File: config.mk
export PLATFORM = sky130hd
export DESIGN_NAME = general_timer_unit
export DESIGN_NICKNAME = d
export VERILOG_FILES = /design/src/inc/timer_unit_pkg.sv /design/src/hdl/general_timer_unit.sv /design/src/hdl/split_timer.sv
export SDC_FILE = /design/constraint.sdc
export NUM_CORES = 1
export LEC_CHECK = 0
export CAP_MARGIN = 20
export CORE_MARGIN = 3
export CORE_UTILIZATION = 60
export DETAILED_ROUTE_END_ITERATION = 6
export DONT_BUFFER_PORTS = 1
export GPL_ROUTABILITY_DRIVEN = 1
export PLACE_DENSITY = 0.77
export SYNTH_ARGS = -nofsm -noshare
export SYNTH_HDL_FRONTEND = slang
export SYNTH_HIERARCHICAL = 1
export SYNTH_SLANG_ARGS = --single-unit
File: constraint.sdc
create_clock -name pclk -period 11.3 [get_ports pclk]
set_input_delay 0.565 -clock pclk [delete_from_list [all_inputs] [get_ports pclk]]
set_output_delay 0.565 -clock pclk [all_outputs]
set_load 0.005 [all_outputs]
File: src/inc/timer_unit_pkg.sv
// Shared constants of the general timer unit: register map, fields, resets, codes
package timer_unit_pkg;
  // ************************************************************
  // Register byte offsets
  // ************************************************************
  localparam logic [7:0] OFF_CTRL_AB = 8'h00;
  localparam logic [7:0] OFF_RELOAD_A = 8'h04;
  localparam logic [7:0] OFF_RELOAD_B = 8'h08;
  localparam logic [7:0] OFF_COUNT_A = 8'h0c;
  localparam logic [7:0] OFF_COUNT_B = 8'h10;
  localparam logic [7:0] OFF_CTRL_C = 8'h14;
  localparam logic [7:0] OFF_EVSEL_C = 8'h18;
  localparam logic [7:0] OFF_COUNT_C = 8'h1c;
  localparam logic [7:0] OFF_RC0 = 8'h20;
  localparam logic [7:0] OFF_RC1 = 8'h24;
  localparam logic [7:0] OFF_OUT_EN = 8'h28;
  localparam logic [7:0] OFF_SRQ_ROUTE = 8'h2c;
  localparam logic [7:0] OFF_STATUS = 8'h30;
  // ************************************************************
  // Field positions
  // ************************************************************
  localparam int A_RUN = 0;
  localparam int A_SRC = 1;
  localparam int A_BRK = 3;
  localparam int B_RUN = 8;
  localparam int B_SRC = 9;
  localparam int B_BRK = 11;
  localparam int C_MODE = 0;
  localparam int C_DIR_SW = 2;
  localparam int C_DIR_EXT = 3;
  localparam int C_RUN = 4;
  localparam int C_EXT_RUN = 5;
  localparam int C_ONESHOT = 6;
  localparam int C_SPLIT = 7;
  localparam int C_RL_OVF = 8;
  localparam int C_CAP_DST = 9;
  localparam int C_RLD_SRC = 10;
  localparam int EV_CNT = 0;
  localparam int EV_RLD = 4;
  localparam int EV_CAP = 8;
  localparam int EV_CLR = 12;
  localparam int EV_START = 16;
  localparam int EV_CAPCLR = 20;
  localparam int ST_QERR = 0;
  localparam int ST_DIR = 1;
  localparam int ST_RUN = 2;
  localparam int SRQ_EVENTS = 6;
  // ************************************************************
  // Reset values
  // ************************************************************
  localparam logic [31:0] RST_CTRL = 32'h0000_0000;
  localparam logic [31:0] RST_COUNT = 32'h0000_0000;
  localparam logic [31:0] RST_RELOAD = 32'h0000_0000;
  // ************************************************************
  // Codes
  // ************************************************************
  typedef enum logic [1:0] {SRC_CLK = 2'b00, SRC_CWRAP = 2'b01, SRC_PIN_EDGE = 2'b10,
    SRC_ALT = 2'b11} ab_src_t;
  typedef enum logic [1:0] {MODE_TIMER = 2'b00, MODE_COUNTER = 2'b01, MODE_QUAD = 2'b10,
    MODE_RSVD = 2'b11} c_mode_t;
endpackage

File: src/hdl/general_timer_unit.sv
// General timer unit: timers a, b and c with APB registers and eight I/O lines
//
// Summary of operation
// - Three 32-bit timers a, b, c, separate or linked internally.
// - Each timer steps at most once per module clock.
// - Timer a or b events can trigger timer c actions.
// - Timer c overflow or underflow can clock timer a or b.
// - Timer b can count timer a carries, forming one 64-bit counter.
// - Timers a and b reload from their reload register on overflow.
// - Timers a and b split into 8/16/24-bit sub-timers with own reloads.
// - A and b overflows feed service requests, output pins and timer c.
// - Input pin levels or edges can set how timer a counts; only pin edges for timer b.
// - Timer c counts up or down, by software or external direction.
// - Timer c has timer, event counter and quadrature modes.
// - Timer c: external start/stop, one-shot, clear on external event.
// - Timer c owns two 32-bit reload/capture registers.
// - Timer c reloads on overflow or underflow.
// - Timer c reloads on a rising, falling or either-edge event.
// - Timer c captures its count on a selected edge event.
// - Capture-and-clear captures then zeroes timer c.
// - Timer c splits into two independent 16-bit counters.
// - Timer c functions take pin events or a/b overflows.
// - Timer c wraps clock a/b and toggle output pins.
// - Timer c overflow, underflow, capture and reload events can be routed to any service request.
// - Eight I/O lines carry inputs; only the lower four carry outputs.
`timescale 1ns/1ps
module general_timer_unit
  import timer_unit_pkg::*;
(
  input wire logic pclk,
  input wire logic presetn,
  input wire logic psel,
  input wire logic penable,
  input wire logic pwrite,
  input wire logic [7:0] paddr,
  input wire logic [31:0] pwdata,
  output logic [31:0] prdata,
  output logic pready,
  output logic pslverr,
  input wire logic [7:0] io_in,
  output logic [7:0] io_out,
  output logic [7:0] io_oe,
  output logic [3:0] srq
);
  typedef struct packed {
    logic [31:0] ctrl_ab;
    logic [31:0] reload_a;
    logic [31:0] reload_b;
    logic [31:0] ctrl_c;
    logic [31:0] evsel;
    logic [31:0] count_c;
    logic [31:0] rc0;
    logic [31:0] rc1;
    logic [23:0] srq_route;
    logic [3:0] out_en;
    logic [3:0] out_lvl;
    logic quad_err;
    logic c_run;
    logic c_wrap;
    logic [7:0] io_prev;
    logic [3:0] srq;
    logic [31:0] prdata;
    logic pready;
    logic pslverr;
  } unit_state_t;

  unit_state_t st_reg;
  unit_state_t st_next;

  logic acc;
  logic wr;
  logic [7:0] rise;
  logic [7:0] fall;
  logic [15:0] ev;
  logic a_inc;
  logic b_inc;
  logic [31:0] count_a;
  logic [31:0] count_b;
  logic [3:0] a_seg;
  logic [3:0] b_seg;
  logic a_ovf;
  logic b_ovf;
  c_mode_t mode;
  logic run_eff;
  logic up;
  logic step;
  logic q_chg_a;
  logic q_chg_b;
  logic q_step;
  logic q_up;
  logic split;
  logic lo_ovf;
  logic lo_unf;
  logic hi_ovf;
  logic c_ovf;
  logic c_unf;
  logic c_rld;
  logic c_cap;
  logic c_clr;
  logic [5:0] srq_ev;

  assign acc = psel & penable;
  assign wr = acc & pwrite & st_reg.pready;

  // ************************************************************
  // Input edges and event selection
  // ************************************************************
  assign rise = io_in & ~st_reg.io_prev;
  assign fall = ~io_in & st_reg.io_prev;

  always_comb
  begin
    ev = '0;
    for (int k = 0; k < 4; k++)
    begin
      ev[1 + 3*k] = rise[4 + k];
      ev[2 + 3*k] = fall[4 + k];
      ev[3 + 3*k] = rise[4 + k] | fall[4 + k];
    end
    ev[13] = a_ovf;
    ev[14] = b_ovf;
    ev[15] = a_ovf | b_ovf;
  end

  // ************************************************************
  // Timers a and b
  // ************************************************************
  always_comb
  begin
    a_inc = 1'b0;
    b_inc = 1'b0;
    unique case (ab_src_t'(st_reg.ctrl_ab[A_SRC +: 2]))
      SRC_CLK: a_inc = 1'b1;
      SRC_CWRAP: a_inc = st_reg.c_wrap;
      SRC_PIN_EDGE: a_inc = rise[0];
      SRC_ALT: a_inc = io_in[0];
    endcase
    unique case (ab_src_t'(st_reg.ctrl_ab[B_SRC +: 2]))
      SRC_CLK: b_inc = 1'b1;
      SRC_CWRAP: b_inc = st_reg.c_wrap;
      SRC_PIN_EDGE: b_inc = rise[1];
      SRC_ALT: b_inc = a_ovf;
    endcase
    a_inc = a_inc & st_reg.ctrl_ab[A_RUN];
    b_inc = b_inc & st_reg.ctrl_ab[B_RUN];
  end

  split_timer #(
    .WIDTH(32)
  ) u_timer_a (
    .pclk(pclk),
    .presetn(presetn),
    .inc(a_inc),
    .brk(st_reg.ctrl_ab[A_BRK +: 3]),
    .reload(st_reg.reload_a),
    .load_en(wr && paddr == OFF_COUNT_A),
    .load_val(pwdata),
    .count(count_a),
    .seg_ovf(a_seg),
    .ovf()
  );

  split_timer #(
    .WIDTH(32)
  ) u_timer_b (
    .pclk(pclk),
    .presetn(presetn),
    .inc(b_inc),
    .brk(st_reg.ctrl_ab[B_BRK +: 3]),
    .reload(st_reg.reload_b),
    .load_en(wr && paddr == OFF_COUNT_B),
    .load_val(pwdata),
    .count(count_b),
    .seg_ovf(b_seg),
    .ovf()
  );

  assign a_ovf = |a_seg;
  assign b_ovf = |b_seg;

  // ************************************************************
  // Timer c stepping
  // ************************************************************
  assign mode = c_mode_t'(st_reg.ctrl_c[C_MODE +: 2]);
  assign split = st_reg.ctrl_c[C_SPLIT];
  assign run_eff = st_reg.c_run & (~st_reg.ctrl_c[C_EXT_RUN] | io_in[5]);
  assign q_chg_a = io_in[2] ^ st_reg.io_prev[2];
  assign q_chg_b = io_in[3] ^ st_reg.io_prev[3];
  assign q_step = q_chg_a ^ q_chg_b;
  assign q_up = io_in[2] ^ st_reg.io_prev[3];

  always_comb
  begin
    step = 1'b0;
    unique case (mode)
      MODE_TIMER: step = run_eff;
      MODE_COUNTER: step = run_eff & ev[st_reg.evsel[EV_CNT +: 4]];
      MODE_QUAD: step = run_eff & q_step;
      MODE_RSVD: step = 1'b0;
    endcase
    if (mode == MODE_QUAD)
    begin
      up = q_up;
    end
    else if (st_reg.ctrl_c[C_DIR_EXT])
    begin
      up = io_in[4];
    end
    else
    begin
      up = st_reg.ctrl_c[C_DIR_SW];
    end
  end

  assign lo_ovf = step & up & (split ? st_reg.count_c[15:0] == 16'hffff
    : st_reg.count_c == 32'hffff_ffff);
  assign lo_unf = step & ~up & (split ? st_reg.count_c[15:0] == 16'h0000
    : st_reg.count_c == 32'h0000_0000);
  assign hi_ovf = split & run_eff & (st_reg.count_c[31:16] == 16'hffff);
  assign c_ovf = lo_ovf | hi_ovf;
  assign c_unf = lo_unf;
  assign c_rld = ev[st_reg.evsel[EV_RLD +: 4]];
  assign c_cap = ev[st_reg.evsel[EV_CAP +: 4]];
  assign c_clr = ev[st_reg.evsel[EV_CLR +: 4]];
  assign srq_ev = {c_rld, c_cap, c_unf, c_ovf, b_ovf, a_ovf};

  // ************************************************************
  // Next state
  // ************************************************************
  always_comb
  begin
    st_next = st_reg;
    st_next.io_prev = io_in;
    st_next.c_wrap = c_ovf | c_unf;
    // Timer c count
    if (split)
    begin
      if (lo_ovf | lo_unf)
      begin
        st_next.count_c[15:0] = st_reg.ctrl_c[C_RL_OVF] ? st_reg.rc0[15:0]
          : (up ? 16'h0000 : 16'hffff);
      end
      else if (step)
      begin
        st_next.count_c[15:0] = up ? st_reg.count_c[15:0] + 16'h0001
          : st_reg.count_c[15:0] - 16'h0001;
      end
      if (hi_ovf && st_reg.ctrl_c[C_RL_OVF])
      begin
        st_next.count_c[31:16] = st_reg.rc0[31:16];
      end
      else if (run_eff)
      begin
        st_next.count_c[31:16] = st_reg.count_c[31:16] + 16'h0001;
      end
    end
    else if ((lo_ovf | lo_unf) && st_reg.ctrl_c[C_RL_OVF])
    begin
      st_next.count_c = st_reg.rc0;
    end
    else if (step)
    begin
      st_next.count_c = up ? st_reg.count_c + 32'h0000_0001
        : st_reg.count_c - 32'h0000_0001;
    end
    if (c_rld)
    begin
      st_next.count_c = st_reg.ctrl_c[C_RLD_SRC] ? st_reg.rc1 : st_reg.rc0;
    end
    if (c_cap)
    begin
      if (st_reg.ctrl_c[C_CAP_DST])
      begin
        st_next.rc0 = st_reg.count_c;
      end
      else
      begin
        st_next.rc1 = st_reg.count_c;
      end
      if (st_reg.evsel[EV_CAPCLR])
      begin
        st_next.count_c = RST_COUNT;
      end
    end
    if (c_clr)
    begin
      st_next.count_c = RST_COUNT;
    end
    // Run flag: start event sets, one-shot wrap clears
    if (st_reg.ctrl_c[C_ONESHOT] && (c_ovf || c_unf))
    begin
      st_next.c_run = 1'b0;
    end
    if (ev[st_reg.evsel[EV_START +: 4]])
    begin
      st_next.c_run = 1'b1;
    end
    // Output toggles and service requests
    st_next.out_lvl = st_reg.out_lvl ^ {c_unf, c_ovf, b_ovf, a_ovf};
    for (int i = 0; i < 4; i++)
    begin
      st_next.srq[i] = |(st_reg.srq_route[SRQ_EVENTS*i +: SRQ_EVENTS] & srq_ev);
    end
    // Register writes
    if (wr)
    begin
      unique case (paddr)
        OFF_CTRL_AB: st_next.ctrl_ab = pwdata;
        OFF_RELOAD_A: st_next.reload_a = pwdata;
        OFF_RELOAD_B: st_next.reload_b = pwdata;
        OFF_CTRL_C:
        begin
          st_next.ctrl_c = pwdata;
          st_next.c_run = pwdata[C_RUN];
        end
        OFF_EVSEL_C: st_next.evsel = pwdata;
        OFF_COUNT_C: st_next.count_c = pwdata;
        OFF_RC0: st_next.rc0 = pwdata;
        OFF_RC1: st_next.rc1 = pwdata;
        OFF_OUT_EN: st_next.out_en = pwdata[3:0];
        OFF_SRQ_ROUTE: st_next.srq_route = pwdata[23:0];
        OFF_STATUS: st_next.quad_err = st_reg.quad_err & ~pwdata[ST_QERR];
        default: st_next.pslverr = st_reg.pslverr;
      endcase
    end
    if (mode == MODE_QUAD && q_chg_a && q_chg_b)
    begin
      st_next.quad_err = 1'b1;
    end
    // Bus answer: one wait state, then data and error
    st_next.pready = acc & ~st_reg.pready;
    st_next.pslverr = 1'b0;
    if (acc && !st_reg.pready)
    begin
      st_next.prdata = 32'h0000_0000;
      unique case (paddr)
        OFF_CTRL_AB: st_next.prdata = st_reg.ctrl_ab;
        OFF_RELOAD_A: st_next.prdata = st_reg.reload_a;
        OFF_RELOAD_B: st_next.prdata = st_reg.reload_b;
        OFF_COUNT_A: st_next.prdata = count_a;
        OFF_COUNT_B: st_next.prdata = count_b;
        OFF_CTRL_C:
        begin
          st_next.prdata = st_reg.ctrl_c;
          st_next.prdata[C_RUN] = st_reg.c_run;
        end
        OFF_EVSEL_C: st_next.prdata = st_reg.evsel;
        OFF_COUNT_C: st_next.prdata = st_reg.count_c;
        OFF_RC0: st_next.prdata = st_reg.rc0;
        OFF_RC1: st_next.prdata = st_reg.rc1;
        OFF_OUT_EN: st_next.prdata[3:0] = st_reg.out_en;
        OFF_SRQ_ROUTE: st_next.prdata[23:0] = st_reg.srq_route;
        OFF_STATUS:
        begin
          st_next.prdata[ST_QERR] = st_reg.quad_err;
          st_next.prdata[ST_DIR] = up;
          st_next.prdata[ST_RUN] = st_reg.c_run;
        end
        default: st_next.pslverr = 1'b1;
      endcase
    end
  end

  // ************************************************************
  // State register
  // ************************************************************
  always_ff @(posedge pclk or negedge presetn)
  begin
    if (!presetn)
    begin
      st_reg <= '{ctrl_ab: RST_CTRL, reload_a: RST_RELOAD, reload_b: RST_RELOAD,
        ctrl_c: RST_CTRL, evsel: RST_CTRL, count_c: RST_COUNT, rc0: RST_RELOAD,
        rc1: RST_RELOAD, srq_route: 24'h00_0000, out_en: 4'h0, out_lvl: 4'h0,
        quad_err: 1'b0, c_run: 1'b0, c_wrap: 1'b0, io_prev: 8'h00, srq: 4'h0,
        prdata: 32'h0000_0000, pready: 1'b0, pslverr: 1'b0};
    end
    else
    begin
      st_reg <= st_next;
    end
  end

  // ************************************************************
  // Outputs
  // ************************************************************
  assign prdata = st_reg.prdata;
  assign pready = st_reg.pready;
  assign pslverr = st_reg.pslverr;
  assign io_out = {4'h0, st_reg.out_lvl};
  assign io_oe = {4'h0, st_reg.out_en};
  assign srq = st_reg.srq;
endmodule

File: src/hdl/split_timer.sv
// Reloading 32-bit timer that can be cut into 8-, 16- or 24-bit sub-timers
`timescale 1ns/1ps
module split_timer
  import timer_unit_pkg::*;
#(
  parameter int WIDTH = 32
)
(
  input wire logic pclk,
  input wire logic presetn,
  input wire logic inc,
  input wire logic [2:0] brk,
  input wire logic [31:0] reload,
  input wire logic load_en,
  input wire logic [31:0] load_val,
  output logic [31:0] count,
  output logic [3:0] seg_ovf,
  output logic ovf
);
  typedef struct packed {
    logic [31:0] cnt;
  } tstate_t;

  tstate_t st_reg;
  tstate_t st_next;
  logic [4:0] carry;
  logic [3:0] co;
  logic [3:0] seg_end;
  logic [3:0] rl;

  if (WIDTH != 32)
  begin : g_chk
    $error("split_timer supports only a 32-bit width");
  end

  // ************************************************************
  // Byte carry chain with break points
  // ************************************************************
  always_comb
  begin
    st_next = st_reg;
    carry = '0;
    co = '0;
    seg_end = '0;
    rl = '0;
    // Top byte always closes a segment; a break bit starts a fresh sub-timer above it
    seg_end = {1'b1, brk};
    carry[0] = inc;
    for (int i = 0; i < 4; i++)
    begin
      co[i] = carry[i] & (st_reg.cnt[8*i +: 8] == 8'hff);
      carry[i+1] = seg_end[i] ? inc : co[i];
    end
    rl[3] = co[3];
    for (int i = 2; i >= 0; i--)
    begin
      rl[i] = seg_end[i] ? co[i] : rl[i+1];
    end
    for (int i = 0; i < 4; i++)
    begin
      if (rl[i])
      begin
        st_next.cnt[8*i +: 8] = reload[8*i +: 8];
      end
      else if (carry[i])
      begin
        st_next.cnt[8*i +: 8] = st_reg.cnt[8*i +: 8] + 8'h01;
      end
    end
    if (load_en)
    begin
      st_next.cnt = load_val;
    end
  end

  always_ff @(posedge pclk or negedge presetn)
  begin
    if (!presetn)
    begin
      st_reg <= '{cnt: RST_COUNT};
    end
    else
    begin
      st_reg <= st_next;
    end
  end

  assign count = st_reg.cnt;
  assign seg_ovf = co & seg_end;
  assign ovf = co[3];
endmodule

==> flow_metrics.tcl <==
set metrics [dict create \
    grt_pass1_wl_um 132000 \
    via_per_inst 7.36 \
    ctsResizeCount 0 \
    drc 8 \
    wl_um 88200 \
    yosysSeqAreaShare_pct 40.7 \
    place.gp.congestion 1.01 \
    cp_max_fo 15 \
    start_util_pct 61.3 \
    drive_gt1_share_pct 16.0 \
    cts.path.max_buffers 3 \
    critical_path_required_ns 11.79 \
    die_area_um2 43400 \
    synth-edff-count 0 \
    synthFlopType "dfrtp_1" \
    netlist_area_um2 24600 \
    grt.total_usage_pct 39.4 \
    yosys_warnings 6 \
    crit_path_end_kind "flip-flop" \
    grt_max_degree 401 \
    period_minus_slack_ns 9.13 \
    critPathBufInv 6 \
    final_area_um2 26200 \
    insertion_delay_ns 0.59 \
    max_cap_violations 0 \
    power_density_nw_per_um2 166 \
    synth_area_leaders "dfrtp_1 (41%), mux2_2 (8.9%), mux2i_1 (4.7%)" \
    cts_tree "built" \
    post-place-ws_ns 2.45 \
    grt_overflow 0 \
    die_y_um 208 \
    slew_violations 0 \
    cts_made_buffers 44 \
    syn_to_final_growth_pct 6.55 \
    fmax_ghz 0.110 \
    core_um2 40100 \
    die_w_um 208 \
    wl_per_cell_um 29.9 \
    cp_top_family "simple AND/OR/NAND/NOR gates" \
    post_dp_cell_area_um2 24400 \
    numPortBuffers 0 \
    grt_pass1_vias 20685 \
    yosys_register_bits 400 \
    drt_first_pass_iters 7 \
    dpl.hpwl_um 60900 \
    maxSlewHeadroom_pct 24.6 \
    worst_slack_ns 2.17 \
    power.leakage_nw 11.5 \
    totalPowerFinal_mw 4.35 \
    syn_inst 2529 \
    slowest_stage "a21oi_1" \
    nets 2493 \
    cp-start-kind "flip-flop" \
    num_vias 21707 \
    drtAntennaViolNets 0 \
    setup_viol 0 \
    violations "design-rule violations" \
    rsz0062_at_grt "no" \
    drtIter0Drc 3774 \
    final.setup.tns_ns 0 \
    num_rows 73 \
    stdcell_count 2950 \
    status "finished with violations" \
    final_cell_mix "dfrtp_1 (399), nand2_1 (241), mux2_2 (194), nor2_1 (137), a21oi_1 (132)" \
    largest_register_ffs 287 \
    io_pins 107 \
    finClkSkew_ns 0.0196 \
    synth_top_cell_by_area "dfrtp_1" \
    critPathArrivalTime_ns 9.61 \
    syn_area_per_cell_um2 9.71 \
    hold_class "in -> reg" \
    clk_pin_slew_ns 0.06 \
    mostFrequentLayoutCell "dfrtp_1" \
    synthArstFlopShare_pct 100 \
    period_share_pct 80.8 \
    htree_levels 2 \
    path_class "reg -> reg" \
    clock_tree.root_cell "clkbuf_16" \
    antenna_found_initial 1 \
    synth_top_area_share_pct 40.7 \
    dp.cells 2856 \
    tightest_slew_ns 1.13 \
    hold_violations 0 \
    slowest_delay_ns 0.90 \
    ys_types 88 \
    cts.sinks 400 \
    irDropWorstVdd_uv 129 \
]
## synth_stat cells (49+ instances only)
library cell and n:
clkbuf_1 126, a22o_1 68, nor2_1 148, mux2_2 194
ha_1 51, o21ai_0 103, nand3_1 77, a22oi_1 67
dfrtp_1 400, buf_4 61, nand2_1 243, xnor2_1 49
inv_1 52, mux2i_1 116, a221oi_1 59, a21oi_1 132
## final cells by class
class / instances / area [um2]
Multi-Input combinational cell: 1840 / 13300
Fill cell: 3214 / 13900
Timing Repair Buffer: 47 / 450
Sequential cell: 400 / 10000
Tap cell: 525 / 657
Inverter: 55 / 206
Clock buffer: 61 / 1300
Antenna cell: 1 / 2.50
Clock inverter: 21 / 272
## power breakdown
| part | internal (mW) | switching, mW | total (mW) |
|---|---|---|---|
| registers | 1.51 | 0.232 | 1.75 |
| clock network | 0.941 | 0.621 | 1.56 |
| logic | 0.461 | 0.584 | 1.05 |
| total | 2.92 | 1.44 | 4.35 |
## metal layers
metal  share of wire (%)  global-route usage (%)
met5                   0                       0
met4                 3.2                    12.3
met3                  14                    11.5
met2                  42                    55.9
met1                  40                    58.4
## cell families after synthesis
family	synth area share, %
xor+xnor	2.67
compound gates	20.0
buf+inv	5.57
mux	14.9
simple gates	13.4
flops	40.7
other cells	0.0153
fa+ha+maj	2.68
## through the flow
stage | hold slack, ns | util, %
floorplan | 0.269 | -
global placement | 0.287 | 60.9
detailed placement | 0.286 | 60.9
CTS | 0.000141 | 65.0
global route | 0.00571 | 65.3
finish | 0.0206 | 65.3
## worst paths after layout
| check | from | end | slack, ns | depth (start not counted) |
|---|---|---|---|---|
| hold / removal | io_in[1] | st_reg[39] | 0.02 | 0 |
| setup / recovery | st_reg[307] | st_reg[158] | 2.17 | 29 |
| max in group asynchronous | presetn | st_reg[219] | 9.54 | 3 |
| min in group asynchronous | presetn | st_reg[242] | 0.54 | 2 |
| hold reg to reg | prdata[26] | prdata[26] | 0.50 | 1 |
| setup reg to reg | st_reg[307] | st_reg[158] | 2.17 | 29 |
## timing repair
item,in CTS,in global routing
hold buffers,6,2
hold endpoints to repair,405,88
setup buffers,0,0
(Power assumes the default switching activity.)
